File: config.mk
export PLATFORM = sky130hd
export DESIGN_NAME = pulse_event_counter
export DESIGN_NICKNAME = d
export VERILOG_FILES = /design/src/verilog/pulse_event_counter_pkg.sv /design/src/verilog/pulse_event_counter.sv /design/src/verilog/terminal_sync.sv
export SDC_FILE = /design/constraint.sdc
export NUM_CORES = 1
export LEC_CHECK = 0
export CORE_MARGIN = 3
export CORE_UTILIZATION = 39
export CTS_BUF_LIST = sky130_fd_sc_hd__clkbuf_2 sky130_fd_sc_hd__clkbuf_4 sky130_fd_sc_hd__clkbuf_8
export CTS_CLUSTER_DIAMETER = 100
export DETAILED_ROUTE_END_ITERATION = 7
export DONT_BUFFER_PORTS = 1
export SETUP_SLACK_MARGIN = 0.05
export SLEW_MARGIN = 20
export SYNTH_ARGS = -nofsm -noshare
export SYNTH_HDL_FRONTEND = slang
export SYNTH_SLANG_ARGS = --single-unit
File: constraint.sdc
create_clock -name clk_sys -period 7.4 [get_ports clk_sys]
set_input_delay 1.48 -clock clk_sys [delete_from_list [all_inputs] [get_ports clk_sys]]
set_output_delay 1.48 -clock clk_sys [all_outputs]
set_load 0.02 [all_outputs]
File: src/verilog/pulse_event_counter_pkg.sv
// Constants for the pulse event counter: register map, codes, reset values
`default_nettype none
package pulse_event_counter_pkg;
	localparam int ADDR_W = 4;
	localparam int DATA_W = 16;
	localparam int FUNC_W = 7;
	localparam int OSEL_W = 6;
	localparam int CNT_W = 16;
	localparam int NUM_TERM = 5;
	localparam int FAST_IDX = 4;
	localparam int NUM_EVT = 3;

	// Register indices
	localparam logic [ADDR_W-1:0] REG_FAST_TYPE = 4'h0;
	localparam logic [ADDR_W-1:0] REG_IN_ONE_FUNC = 4'h1;
	localparam logic [ADDR_W-1:0] REG_IN_TWO_FUNC = 4'h2;
	localparam logic [ADDR_W-1:0] REG_IN_THREE_FUNC = 4'h3;
	localparam logic [ADDR_W-1:0] REG_IN_FOUR_FUNC = 4'h4;
	localparam logic [ADDR_W-1:0] REG_FAST_FUNC = 4'h5;
	localparam logic [ADDR_W-1:0] REG_TRANS_SEL = 4'h6;
	localparam logic [ADDR_W-1:0] REG_RELAY_ONE_SEL = 4'h7;
	localparam logic [ADDR_W-1:0] REG_RELAY_TWO_SEL = 4'h8;
	localparam logic [ADDR_W-1:0] REG_SET_VALUE = 4'h9;
	localparam logic [ADDR_W-1:0] REG_DESIG_VALUE = 4'hA;
	localparam logic [ADDR_W-1:0] REG_ACCUM = 4'hB;
	localparam logic [ADDR_W-1:0] REG_IRQ_STATUS = 4'hC;
	localparam logic [ADDR_W-1:0] REG_IRQ_MASK = 4'hD;

	// Function and output selection codes
	localparam logic [FUNC_W-1:0] FUNC_COUNT_RESET = 7'h1C;
	localparam logic [FUNC_W-1:0] FUNC_COUNT_TRIGGER = 7'h1F;
	localparam logic [OSEL_W-1:0] OSEL_SET_REACHED = 6'h12;
	localparam logic [OSEL_W-1:0] OSEL_DESIG_REACHED = 6'h13;

	// High-speed terminal type
	localparam logic FAST_TYPE_PULSE = 1'b0;
	localparam logic FAST_TYPE_DIGITAL = 1'b1;

	// Reset values
	localparam logic RST_FAST_TYPE = 1'b0;
	localparam logic [FUNC_W-1:0] RST_IN_ONE_FUNC = 7'h01;
	localparam logic [FUNC_W-1:0] RST_IN_TWO_FUNC = 7'h04;
	localparam logic [FUNC_W-1:0] RST_IN_THREE_FUNC = 7'h07;
	localparam logic [FUNC_W-1:0] RST_IN_FOUR_FUNC = 7'h00;
	localparam logic [FUNC_W-1:0] RST_FAST_FUNC = 7'h00;
	localparam logic [OSEL_W-1:0] RST_TRANS_SEL = 6'h00;
	localparam logic [OSEL_W-1:0] RST_RELAY_ONE_SEL = 6'h01;
	localparam logic [OSEL_W-1:0] RST_RELAY_TWO_SEL = 6'h05;
	localparam logic [CNT_W-1:0] RST_COUNT = 16'h0000;
	localparam logic [CNT_W-1:0] CNT_ONE = 16'h0001;

	// Interrupt status bit positions
	localparam int EVT_SET_REACHED = 0;
	localparam int EVT_DESIG_REACHED = 1;
	localparam int EVT_CLEARED = 2;
endpackage
`default_nettype wire

File: src/verilog/pulse_event_counter.sv
// Pulse event counter with terminal function selection and count-reached outputs
`timescale 1ns/1ps
`default_nettype none
module pulse_event_counter (
	// Clock and reset
	input wire logic clk_sys,
	input wire logic rst,
	// Register port
	input wire logic [pulse_event_counter_pkg::ADDR_W-1:0] reg_addr,
	input wire logic [pulse_event_counter_pkg::DATA_W-1:0] reg_wdata,
	input wire logic reg_wr,
	input wire logic reg_rd,
	output logic [pulse_event_counter_pkg::DATA_W-1:0] reg_rdata,
	// Input terminals
	input wire logic input_terminal_one,
	input wire logic input_terminal_two,
	input wire logic input_terminal_three,
	input wire logic input_terminal_four,
	input wire logic fast_pulse_terminal,
	// Outputs to loads
	output logic transistor_output,
	output logic relay_output_one,
	output logic relay_output_two,
	// Interrupt
	output logic irq
);
	localparam int NT = pulse_event_counter_pkg::NUM_TERM;
	localparam int FW = pulse_event_counter_pkg::FUNC_W;
	localparam int OW = pulse_event_counter_pkg::OSEL_W;
	localparam int CW = pulse_event_counter_pkg::CNT_W;
	localparam int DW = pulse_event_counter_pkg::DATA_W;
	localparam int NE = pulse_event_counter_pkg::NUM_EVT;

	typedef enum logic [1:0] {
		CNT_IDLE = 2'b00,
		CNT_RUN = 2'b01,
		CNT_HELD = 2'b10
	} cnt_state_e;

	logic [NT-1:0] pin_level;
	logic [NT-1:0] level_prev_ff;
	logic [NT-1:0] nxt_level_prev;

	logic fast_type_ff;
	logic nxt_fast_type;
	logic [FW-1:0] func_ff [NT];
	logic [FW-1:0] nxt_func [NT];
	logic [OW-1:0] trans_sel_ff;
	logic [OW-1:0] nxt_trans_sel;
	logic [OW-1:0] relay_one_sel_ff;
	logic [OW-1:0] nxt_relay_one_sel;
	logic [OW-1:0] relay_two_sel_ff;
	logic [OW-1:0] nxt_relay_two_sel;
	logic [CW-1:0] set_value_ff;
	logic [CW-1:0] nxt_set_value;
	logic [CW-1:0] desig_value_ff;
	logic [CW-1:0] nxt_desig_value;

	cnt_state_e state_ff;
	cnt_state_e nxt_state;
	logic [CW-1:0] count_ff;
	logic [CW-1:0] nxt_count;
	logic trigger_pulse;
	logic reset_active;

	logic [NE-1:0] status_ff;
	logic [NE-1:0] nxt_status;
	logic [NE-1:0] mask_ff;
	logic [NE-1:0] nxt_mask;
	logic [NE-1:0] event_hit;
	logic irq_ff;
	logic nxt_irq;

	logic trans_ff;
	logic nxt_trans;
	logic relay_one_ff;
	logic nxt_relay_one;
	logic relay_two_ff;
	logic nxt_relay_two;
	logic [DW-1:0] rdata_ff;
	logic [DW-1:0] nxt_rdata;

	function automatic logic write_to(input logic [pulse_event_counter_pkg::ADDR_W-1:0] idx);
		write_to = reg_wr && (reg_addr == idx);
	endfunction

	function automatic logic output_on(input logic [OW-1:0] sel, input logic [CW-1:0] cnt);
		output_on = ((sel == pulse_event_counter_pkg::OSEL_SET_REACHED) && (cnt == set_value_ff)) ||
			((sel == pulse_event_counter_pkg::OSEL_DESIG_REACHED) && (cnt == desig_value_ff));
	endfunction

	// Terminal may carry a counter function only if it is a digital input
	function automatic logic term_is(input int t, input logic [FW-1:0] code);
		term_is = (func_ff[t] == code) &&
			((t != pulse_event_counter_pkg::FAST_IDX) ||
			(fast_type_ff == pulse_event_counter_pkg::FAST_TYPE_DIGITAL));
	endfunction

	terminal_sync #(
		.WIDTH(NT)
	) terminal_sync_inst (
		.clk_sys(clk_sys),
		.rst(rst),
		.pin_raw({fast_pulse_terminal, input_terminal_four, input_terminal_three,
			input_terminal_two, input_terminal_one}),
		.pin_level(pin_level)
	);

	// Configuration registers
	always_comb begin
		nxt_fast_type = fast_type_ff;
		nxt_trans_sel = trans_sel_ff;
		nxt_relay_one_sel = relay_one_sel_ff;
		nxt_relay_two_sel = relay_two_sel_ff;
		nxt_set_value = set_value_ff;
		nxt_desig_value = desig_value_ff;
		nxt_mask = mask_ff;
		for (int t = 0; t < NT; t++) begin
			nxt_func[t] = func_ff[t];
		end
		if (write_to(pulse_event_counter_pkg::REG_FAST_TYPE)) begin
			nxt_fast_type = reg_wdata[0];
		end
		for (int t = 0; t < NT; t++) begin
			if (write_to(pulse_event_counter_pkg::REG_IN_ONE_FUNC + 4'(t))) begin
				nxt_func[t] = reg_wdata[FW-1:0];
			end
		end
		if (write_to(pulse_event_counter_pkg::REG_TRANS_SEL)) begin
			nxt_trans_sel = reg_wdata[OW-1:0];
		end
		if (write_to(pulse_event_counter_pkg::REG_RELAY_ONE_SEL)) begin
			nxt_relay_one_sel = reg_wdata[OW-1:0];
		end
		if (write_to(pulse_event_counter_pkg::REG_RELAY_TWO_SEL)) begin
			nxt_relay_two_sel = reg_wdata[OW-1:0];
		end
		if (write_to(pulse_event_counter_pkg::REG_SET_VALUE)) begin
			nxt_set_value = reg_wdata;
			// Lowering the set value drags the designated value with it
			if (reg_wdata < desig_value_ff) begin
				nxt_desig_value = reg_wdata;
			end
		end
		if (write_to(pulse_event_counter_pkg::REG_DESIG_VALUE)) begin
			nxt_desig_value = (reg_wdata > set_value_ff) ? set_value_ff : reg_wdata;
		end
		if (write_to(pulse_event_counter_pkg::REG_IRQ_MASK)) begin
			nxt_mask = reg_wdata[NE-1:0];
		end
	end

	always_ff @(posedge clk_sys) begin
		if (rst) begin
			fast_type_ff <= pulse_event_counter_pkg::RST_FAST_TYPE;
			func_ff[0] <= pulse_event_counter_pkg::RST_IN_ONE_FUNC;
			func_ff[1] <= pulse_event_counter_pkg::RST_IN_TWO_FUNC;
			func_ff[2] <= pulse_event_counter_pkg::RST_IN_THREE_FUNC;
			func_ff[3] <= pulse_event_counter_pkg::RST_IN_FOUR_FUNC;
			func_ff[4] <= pulse_event_counter_pkg::RST_FAST_FUNC;
			trans_sel_ff <= pulse_event_counter_pkg::RST_TRANS_SEL;
			relay_one_sel_ff <= pulse_event_counter_pkg::RST_RELAY_ONE_SEL;
			relay_two_sel_ff <= pulse_event_counter_pkg::RST_RELAY_TWO_SEL;
			set_value_ff <= pulse_event_counter_pkg::RST_COUNT;
			desig_value_ff <= pulse_event_counter_pkg::RST_COUNT;
			mask_ff <= '0;
		end else begin
			fast_type_ff <= nxt_fast_type;
			for (int t = 0; t < NT; t++) begin
				func_ff[t] <= nxt_func[t];
			end
			trans_sel_ff <= nxt_trans_sel;
			relay_one_sel_ff <= nxt_relay_one_sel;
			relay_two_sel_ff <= nxt_relay_two_sel;
			set_value_ff <= nxt_set_value;
			desig_value_ff <= nxt_desig_value;
			mask_ff <= nxt_mask;
		end
	end

	// Counter
	always_comb begin
		nxt_level_prev = pin_level;
		trigger_pulse = 1'b0;
		reset_active = 1'b0;
		for (int t = 0; t < NT; t++) begin
			// Several trigger terminals on one cycle count as one pulse
			if (term_is(t, pulse_event_counter_pkg::FUNC_COUNT_TRIGGER) &&
				pin_level[t] && !level_prev_ff[t]) begin
				trigger_pulse = 1'b1;
			end
			if (term_is(t, pulse_event_counter_pkg::FUNC_COUNT_RESET) && pin_level[t]) begin
				reset_active = 1'b1;
			end
		end
		nxt_state = state_ff;
		nxt_count = count_ff;
		case (state_ff)
			CNT_IDLE: begin
				if (!reset_active) begin
					nxt_state = CNT_RUN;
				end
			end
			CNT_RUN: begin
				if (reset_active) begin
					nxt_count = pulse_event_counter_pkg::RST_COUNT;
					nxt_state = CNT_HELD;
				end else if (trigger_pulse) begin
					if (count_ff >= set_value_ff) begin
						// Reached: this pulse becomes the first of a new round
						nxt_count = (set_value_ff == pulse_event_counter_pkg::RST_COUNT) ?
							pulse_event_counter_pkg::RST_COUNT :
							pulse_event_counter_pkg::CNT_ONE;
					end else begin
						nxt_count = count_ff + pulse_event_counter_pkg::CNT_ONE;
					end
				end
			end
			CNT_HELD: begin
				nxt_count = pulse_event_counter_pkg::RST_COUNT;
				if (!reset_active) begin
					nxt_state = CNT_RUN;
				end
			end
			default: begin
				nxt_state = CNT_IDLE;
				nxt_count = pulse_event_counter_pkg::RST_COUNT;
			end
		endcase
	end

	always_ff @(posedge clk_sys) begin
		if (rst) begin
			state_ff <= CNT_IDLE;
			count_ff <= pulse_event_counter_pkg::RST_COUNT;
			level_prev_ff <= '0;
		end else begin
			state_ff <= nxt_state;
			count_ff <= nxt_count;
			level_prev_ff <= nxt_level_prev;
		end
	end

	// Interrupt status, mask and line
	always_comb begin
		event_hit = '0;
		event_hit[pulse_event_counter_pkg::EVT_SET_REACHED] =
			(nxt_count == set_value_ff) && (count_ff != set_value_ff);
		event_hit[pulse_event_counter_pkg::EVT_DESIG_REACHED] =
			(nxt_count == desig_value_ff) && (count_ff != desig_value_ff);
		event_hit[pulse_event_counter_pkg::EVT_CLEARED] = reset_active && (state_ff == CNT_RUN);
		nxt_status = status_ff;
		if (write_to(pulse_event_counter_pkg::REG_IRQ_STATUS)) begin
			nxt_status = status_ff & ~reg_wdata[NE-1:0];
		end
		// A new event beats a clear in the same cycle
		nxt_status = nxt_status | event_hit;
		nxt_irq = |(nxt_status & nxt_mask);
	end

	always_ff @(posedge clk_sys) begin
		if (rst) begin
			status_ff <= '0;
			irq_ff <= 1'b0;
		end else begin
			status_ff <= nxt_status;
			irq_ff <= nxt_irq;
		end
	end

	// Output drivers and read data
	always_comb begin
		nxt_trans = output_on(trans_sel_ff, count_ff);
		nxt_relay_one = output_on(relay_one_sel_ff, count_ff);
		nxt_relay_two = output_on(relay_two_sel_ff, count_ff);
		nxt_rdata = '0;
		if (reg_rd) begin
			case (reg_addr)
				pulse_event_counter_pkg::REG_FAST_TYPE: nxt_rdata = DW'(fast_type_ff);
				pulse_event_counter_pkg::REG_IN_ONE_FUNC: nxt_rdata = DW'(func_ff[0]);
				pulse_event_counter_pkg::REG_IN_TWO_FUNC: nxt_rdata = DW'(func_ff[1]);
				pulse_event_counter_pkg::REG_IN_THREE_FUNC: nxt_rdata = DW'(func_ff[2]);
				pulse_event_counter_pkg::REG_IN_FOUR_FUNC: nxt_rdata = DW'(func_ff[3]);
				pulse_event_counter_pkg::REG_FAST_FUNC: nxt_rdata = DW'(func_ff[4]);
				pulse_event_counter_pkg::REG_TRANS_SEL: nxt_rdata = DW'(trans_sel_ff);
				pulse_event_counter_pkg::REG_RELAY_ONE_SEL: nxt_rdata = DW'(relay_one_sel_ff);
				pulse_event_counter_pkg::REG_RELAY_TWO_SEL: nxt_rdata = DW'(relay_two_sel_ff);
				pulse_event_counter_pkg::REG_SET_VALUE: nxt_rdata = set_value_ff;
				pulse_event_counter_pkg::REG_DESIG_VALUE: nxt_rdata = desig_value_ff;
				pulse_event_counter_pkg::REG_ACCUM: nxt_rdata = count_ff;
				pulse_event_counter_pkg::REG_IRQ_STATUS: nxt_rdata = DW'(status_ff);
				pulse_event_counter_pkg::REG_IRQ_MASK: nxt_rdata = DW'(mask_ff);
				default: nxt_rdata = '0;
			endcase
		end
	end

	always_ff @(posedge clk_sys) begin
		if (rst) begin
			trans_ff <= 1'b0;
			relay_one_ff <= 1'b0;
			relay_two_ff <= 1'b0;
			rdata_ff <= '0;
		end else begin
			trans_ff <= nxt_trans;
			relay_one_ff <= nxt_relay_one;
			relay_two_ff <= nxt_relay_two;
			rdata_ff <= nxt_rdata;
		end
	end

	assign transistor_output = trans_ff;
	assign relay_output_one = relay_one_ff;
	assign relay_output_two = relay_two_ff;
	assign irq = irq_ff;
	assign reg_rdata = rdata_ff;
endmodule
`default_nettype wire

File: src/verilog/terminal_sync.sv
// Three-stage synchroniser with agreement filter for terminal inputs
`timescale 1ns/1ps
`default_nettype none
module terminal_sync #(
	parameter int WIDTH = 5
) (
	// Clock and reset
	input wire logic clk_sys,
	input wire logic rst,
	// Raw pins and filtered levels
	input wire logic [WIDTH-1:0] pin_raw,
	output logic [WIDTH-1:0] pin_level
);
	logic [WIDTH-1:0] stage_one_ff;
	logic [WIDTH-1:0] stage_two_ff;
	logic [WIDTH-1:0] stage_three_ff;
	logic [WIDTH-1:0] level_ff;
	logic [WIDTH-1:0] nxt_level;

	// Only stages two and three are compared; stage one may be metastable
	always_comb begin
		for (int i = 0; i < WIDTH; i++) begin
			nxt_level[i] = (stage_two_ff[i] == stage_three_ff[i]) ? stage_three_ff[i] : level_ff[i];
		end
	end

	always_ff @(posedge clk_sys) begin
		if (rst) begin
			stage_one_ff <= '0;
			stage_two_ff <= '0;
			stage_three_ff <= '0;
			level_ff <= '0;
		end else begin
			stage_one_ff <= pin_raw;
			stage_two_ff <= stage_one_ff;
			stage_three_ff <= stage_two_ff;
			level_ff <= nxt_level;
		end
	end

	assign pin_level = level_ff;
endmodule
`default_nettype wire
# [After elaboration in Yosys (flattened, before gate mapping)]
# Memories as Yosys holds them, arrays and structs flattened.
# Index checks and enable logic that the tools add are counted.
[classes] muxes=38 reduce_logical=57 n_bitwise=10 order_cmp=3 n_eq_ne=44 add_sub_neg=1
[ops] cell="$pmux 16 s14" n=1
[ops] cell="$mux 16" n=7
[ops] cell="$eq 7x5->1 const B" n=10
[ops] cell="$mux 7" n=10
[ops] cell="$eq 16x16->1" n=4
[ops] cell="$logic_and 1x1->1" n=39
[ops] cell="$eq 6x5->1 const B" n=6
[ops] cell="$ne 16x16->1" n=2
[ops] cell="$pmux 16 s2" n=1
[ops] cell="$eq 4x4->1 const B" n=6
[ops] cell="$add 16x1->16 const B" n=1
[ops] cell="$eq 4x3->1 const B" n=4
[ops] cell="$ge 16x16->1" n=1
[ops] cell="$gt 16x16->1" n=1
[ops] cell="$logic_not 16->1" n=1
[ops] cell="$lt 16x16->1" n=1
[ops] cell="$mux 1" n=14
[ops] cell="$eq 4x2->1 const B" n=2
[ops] cell="$and 3x3->3" n=2
[ops] cell="$mux 3" n=2
[ops] cell="$eq 1x1->1" n=5
[ops] cell="$logic_not 1->1" n=5
[ops] cell="$or 1x1->1" n=5
[ops] cell="$eq 4x1->1 const B" n=1
[ops] cell="other kinds (15)" n=22
[totals] ff_bits=120 output_inout_bits=20 memories=1 in_bits=29 mem_bits_rw=35
[mem_list] memory="func_ff" depth=5 word_bits=7 read_ports=5 rd_ports_with_merged_regs=0 wr=5 line_no="pulse_event_counter.sv:46" rtl="logic [FW-1:0] func_ff [NT];"

# [Logic depth before layout (Yosys ltp)]
[depth] depth_word=16 ltp_mapped=14 depth_no_buf=12

# [Cells and area by module]
# Synthesis repeated with hierarchy kept, for this count alone.
[unflattened] cells_unflattened=1161 hier_area_um2=9499.1
[modules_own_cells] module="pulse_event_counter" seq_area_each_um2=2702.6 n_inst=1 area_each_um2=8857.2 cells_per_inst=1109
[modules_own_cells] module="terminal_sync" seq_area_each_um2=400.4 n_inst=1 area_each_um2=641.9 cells_per_inst=52

# [Worst setup path after synthesis]
# No wires, ideal clock.
[synth_timing] path_type="in2reg" start="in reg_wdata[0] in the netlist's numbering" end="reg desig_value_ff[10]" setup_ns=0.138 t_arrival_ns=4.128 path_buffers=2 slack_ns=3.134 stages=14 cell_sequence="clkbuf_1 > inv_1 > ha_1 > nor2b_1 > o21a_1 > o21a_1 > o21a_1 > o21a_1 > o21a_1 > o211ai_1 > a31oi_1 > clkbuf_1 > mux2i_1 > a211oi_1"
[synth_between] elab_chain_cells=3
[synth_lines] element="from (decl)" line_no="pulse_event_counter.sv:10" rtl="input wire logic [pulse_event_counter_pkg::DATA_W-1:0] reg_wdata,"
[synth_lines] element="$gt 16x16->1 / $lt 16x16->1 (equally long branches)" line_no="pulse_event_counter.sv:146, pulse_event_counter.sv:141"
[synth_lines] element="$mux 16 / $reduce_bool 2->1 (equally long branches)"
[synth_lines] element="$mux 16 / $reduce_and 2->1 (equally long branches)"
[synth_lines] element="to (signal assigned)" line_no="pulse_event_counter.sv:165" rtl="desig_value_ff <= pulse_event_counter_pkg::RST_COUNT;"
[synth_lines] element="to (signal assigned)" line_no="pulse_event_counter.sv:176" rtl="desig_value_ff <= nxt_desig_value;"
[synth_lines] element="to (decl)" line_no="pulse_event_counter.sv:56" rtl="logic [CW-1:0] desig_value_ff;"
# Parallel ways exist; a longest one is shown, timed or not.
# A chain may end at the register's enable or synchronous reset.

# [Final worst setup path]
[layout_timing] start="reg count_ff[7]" end="reg irq_ff (netlist: irq)"
[layout_between] elab_chain_cells=10
[layout_lines] element="from (decl)" line_no="pulse_event_counter.sv:61" rtl="logic [CW-1:0] count_ff;"
[layout_lines] element="from (signal assigned)" line_no="pulse_event_counter.sv:235" rtl="count_ff <= pulse_event_counter_pkg::RST_COUNT;"
[layout_lines] element="from (signal assigned)" line_no="pulse_event_counter.sv:239" rtl="count_ff <= nxt_count;"
[layout_lines] element="$add 16x1->16 / $ge 16x16->1 (equally long branches)" line_no="pulse_event_counter.sv:215, pulse_event_counter.sv:209"
[layout_lines] element="$mux 16" line_no="pulse_event_counter.sv:209" rtl="if (count_ff >= set_value_ff) begin"
[layout_lines] element="$mux 16" line_no="pulse_event_counter.sv:208" rtl="end else if (trigger_pulse) begin"
[layout_lines] element="$mux 16" line_no="pulse_event_counter.sv:205" rtl="if (reset_active) begin"
[layout_lines] element="$pmux 16 s2" line_no="pulse_event_counter.sv:198" rtl="case (state_ff)"
[layout_lines] element="$eq 16x16->1 (on tied branches)" line_no="pulse_event_counter.sv:248, pulse_event_counter.sv:250"
[layout_lines] element="$logic_and 1x1->1 (on tied branches)" line_no="pulse_event_counter.sv:248, pulse_event_counter.sv:250"
[layout_lines] element="$or 3x3->3 (*)" line_no="pulse_event_counter.sv:257" rtl="nxt_status = nxt_status | event_hit;"
[layout_lines] element="$and 3x3->3 (*)" line_no="pulse_event_counter.sv:258" rtl="nxt_irq = |(nxt_status & nxt_mask);"
[layout_lines] element="$reduce_or 3->1 (*)" line_no="pulse_event_counter.sv:258"
[layout_lines] element="to (signal assigned)" line_no="pulse_event_counter.sv:267" rtl="irq_ff <= nxt_irq;"
[layout_lines] element="to (decl)" line_no="pulse_event_counter.sv:71" rtl="logic irq_ff;"
# Mark *: on every way between the ends. The rest lies on a longest branch, timed or not.

==> flow_metrics.py <==
metrics = {
    "timing": {
        "fin_crit_sh_pct": 56.10,
        "fmax_mhz": 240.9,
        "hold_viol": 0,
        "setup_viol": 0,
        "tightest_slew_ns": 0.9129,
        "final.setup.tns_ns": 0,
        "slew_viol_final": 0,
        "finalCriticalPeriod_ns": 4.151,
        "rsz0062_at_grt": "no",
        "slew_headroom_pct": 38.58,
        "skew_ns": 0.02089,
    },
    "flow_run": {
        "maxCapViolCount": 0,
    },
    "clock_network": {
        "cts-root-buf": "clkbuf_8",
        "clockBufferDepth": 2,
        "postCtsSetupRepairBufs": 0,
        "clock_latency_ns": 0.46,
        "cts_tree": "done",
        "cts-resized-gates": 0,
        "cts_buffers": 17,
        "ctsHoldBuffers": 0,
        "clock-sinks": 155,
        "htreeDepth": 4,
        "clk_pin_slew_ns": 0.11,
    },
    "yosys": {
        "synth-seq-cells": 155,
        "ys_types": 67,
        "synth_area_leaders": "dfxtp_1 34%, mux2i_1 7.7%, ha_1 6.6%",
        "synth_fa_ha_area_share_pct": 6.643,
        "synth_top_family_by_area": "simple AND/OR/NAND/NOR gates",
        "syn_area_per_cell_um2": 8.175,
        "yosysTopAreaCell": "dfxtp_1",
        "syn_inst": 1106,
        "syn_nets": 1183,
        "async_flop_share_pct": 0,
        "synth_xor_area_share_pct": 3.972,
        "synthSimpleGateAreaFrac_pct": 21.73,
        "synthFlopType": "dfxtp_1",
        "synth_edf_count": 0,
        "synth_compound_area_share_pct": 20.19,
        "ys_seq_area_share_pct": 34.32,
        "synth_top_area_share_pct": 34.32,
        "synth_area_um2": 9041,
        "synth_warnings": 0,
        "muxShareOfSynthArea_pct": 8.123,
    },
    "global_routing": {
        "antenna_found_initial": 0,
        "grt_max_degree": 140,
        "globalRouteOverflowTotal": 0,
        "grt_pass1_vias": 7811,
        "grt_usage_pct": 24.08,
        "grt_pass1_wl_um": 46200,
    },
    "floorplan": {
        "core-area_um2": 22710,
        "die_height_um": 158.3,
        "initial_utilization_pct": 39.81,
        "io_pins": 49,
        "dieWidth_um": 158.3,
        "design.die.area_um2": 25040,
        "floorplan.rows": 55,
    },
    "cells_and_area": {
        "fin_nets": 1143,
        "final_area_um2": 9676,
        "final_common_cell": "dfxtp_1",
        "syn2layout_area_growth_pct": 7.016,
        "final_util_pct": 42.61,
        "fillers": 2307,
        "most-common-layout-cells": "155 x dfxtp_1, 137 x nor2_1, 100 x nand2_1",
        "antenna_cells": 0,
        "drive_above_1_share_pct": 5.561,
    },
    "power": {
        "power.internal_mw": 1.242,
        "p_comb_share_pct": 8.4,
        "seqPwrFrac_pct": 50.3,
        "cellPowerDensity_nw_per_um2": 177.4,
        "power.leakage_nw": 3.382,
        "clkPwrFrac_pct": 41.3,
        "vdd_drop_max_uv": 102.0,
        "switchingPower_mw": 0.4741,
        "swShare_pct": 27.63,
    },
    "critical_path": {
        "cp-start-kind": "register",
        "required_ns": 7.77,
        "regToRegSetupSlack_ns": 3.25,
        "critPathMaxFanout": 15,
        "crit_type": "reg -> reg",
        "arrival_ns": 4.52,
        "end_kind": "register",
    },
    "route": {
        "drc_errors": 0,
        "wl_per_cell_um": 21.98,
        "drt_iter0_markers": 788,
        "firstDrtPassIters": 7,
        "routed_wirelength_um": 29980,
        "num_vias": 8142,
        "route.antenna.remaining_nets": 0,
        "viasPerCell": 5.969,
    },
    "place": {
        "dpl_cell_area_um2": 9240,
        "io_buffers": 0,
        "place.gp.congestion": 0.9793,
        "dp_hpwl_um": 21820,
    },
    "worst_hold_path": {
        "hold_path.class": "reg -> reg",
    },
    "outcome": {
        "status": "finished clean",
    },
}
[synthesized netlist by cell type, types with 5 or more instances]
| cell type | count |
|---|---|
| nand3_1 | 19 |
| nor3_1 | 17 |
| nand4_1 | 20 |
| a22oi_1 | 21 |
| nor2b_1 | 44 |
| o41ai_1 | 6 |
| buf_1 | 5 |
| o22ai_1 | 9 |
| o211ai_1 | 5 |
| a211oi_1 | 23 |
| xnor2_1 | 39 |
| a21oi_1 | 62 |
| and3_1 | 7 |
| a211o_1 | 10 |
| nand2_1 | 100 |
| clkbuf_1 | 59 |
| o21ai_0 | 33 |
| nor2_1 | 137 |
| nor4_1 | 22 |
| a32oi_1 | 9 |
| mux2i_1 | 70 |
| nand2b_1 | 11 |
| a21o_1 | 16 |
| buf_4 | 5 |
| inv_1 | 41 |
| a31oi_1 | 19 |
| and2_1 | 5 |
| dfxtp_1 | 155 |
| ha_1 | 48 |
| o21a_1 | 10 |
[per-layer routing]
metal | up-vias | part of all wire [%] | track usage, %
li1 | 3903 | - | -
met1 | 3879 | 47 | 34.77
met2 | 311 | 43 | 35.22
met3 | 49 | 7.7 | 5.735
met4 | 0 | 2.9 | 8.070
met5 | - | 0 | 0
[area by class of cell]
| cell class | instances | area [um2] | share of cell area (%) |
|---|---|---|---|
| inverter | 43 | 161.4 | 1.668 |
| clock inverter | 13 | 173.9 | 1.797 |
| clock buffer | 19 | 261.5 | 2.703 |
| tap | 285 | 356.6 | 3.686 |
| multi-input combinational | 836 | 5514 | 56.99 |
| sequential | 155 | 3103 | 32.07 |
| timing repair buffer | 13 | 105.1 | 1.086 |
[worst paths after layout]
check | start | cells after the start | endpoint
max | count_ff[7]$_SDFF_PP0_ | 10 | irq$_SDFF_PP0_
min | terminal_sync_inst.stage_one_ff[1]$_SDFF_PP0_ | 1 | terminal_sync_inst.stage_two_ff[1]$_SDFF_PP0_
max reg2reg | count_ff[7]$_SDFF_PP0_ | 10 | irq$_SDFF_PP0_
min reg2reg | terminal_sync_inst.stage_one_ff[1]$_SDFF_PP0_ | 1 | terminal_sync_inst.stage_two_ff[1]$_SDFF_PP0_
[metrics by stage]
step	total power, mW	hold WS (ns)	worst slack [ns]	cells
4_1_cts	1.724	0.4498	3.404	1364
3_5_place_dp	1.024	0.4305	3.304	1332
2_1_floorplan	1.003	0.4138	3.134	1106
5_1_grt	1.772	0.4584	3.042	1364
6_report	1.716	0.4405	3.249	1364
3_3_place_gp	1.021	0.4202	3.183	1331
[worst max-delay path: stages (launching register included)]
cell,delay [ns]
dfxtp_1,0.80
nand4_1,0.26
or4_1,0.64
or4_4,0.59
a21oi_1,0.20
o21ai_1,0.09
o41ai_1,0.39
o2111ai_1,0.21
nor4_1,0.38
nand4_1,0.22
o221ai_1,0.27
[logic make-up after synthesis]
logic type / after synthesis
adder cells (fa/ha/maj): 48
XOR/XNOR: 41
flip-flops: 155
multiplexers: 73
AO/OA/AOI/OAI: 265
AND/OR/NAND/NOR: 409
buffers and inverters: 115
[power groups by stage]
stage          logic, mW  clock network (mW)  registers [mW]
3_3_place_gp       0.138                   0           0.883
3_5_place_dp       0.142                   0           0.883
2_1_floorplan      0.127                   0           0.876
5_1_grt            0.159               0.748           0.866
6_report           0.144               0.708           0.864
4_1_cts            0.142               0.718           0.863
[state kept, by name (all words and copies together) (netlist names), 2 cells and up]
| register | flops |
|---|---|
| mask_ff | 3 |
| level_prev_ff | 5 |
| set_value_ff | 16 |
| trans_sel_ff | 6 |
| relay_two_sel_ff | 6 |
| status_ff | 3 |
| relay_one_sel_ff | 6 |
| terminal_sync_inst.stage_one_ff | 5 |
| count_ff | 16 |
| state_ff | 2 |
| terminal_sync_inst.pin_level | 5 |
| reg_rdata | 16 |
| desig_value_ff | 16 |
| func_ff | 35 |
| terminal_sync_inst.stage_two_ff | 5 |
| terminal_sync_inst.stage_three_ff | 5 |
Power figures use the tool's default switching activity.
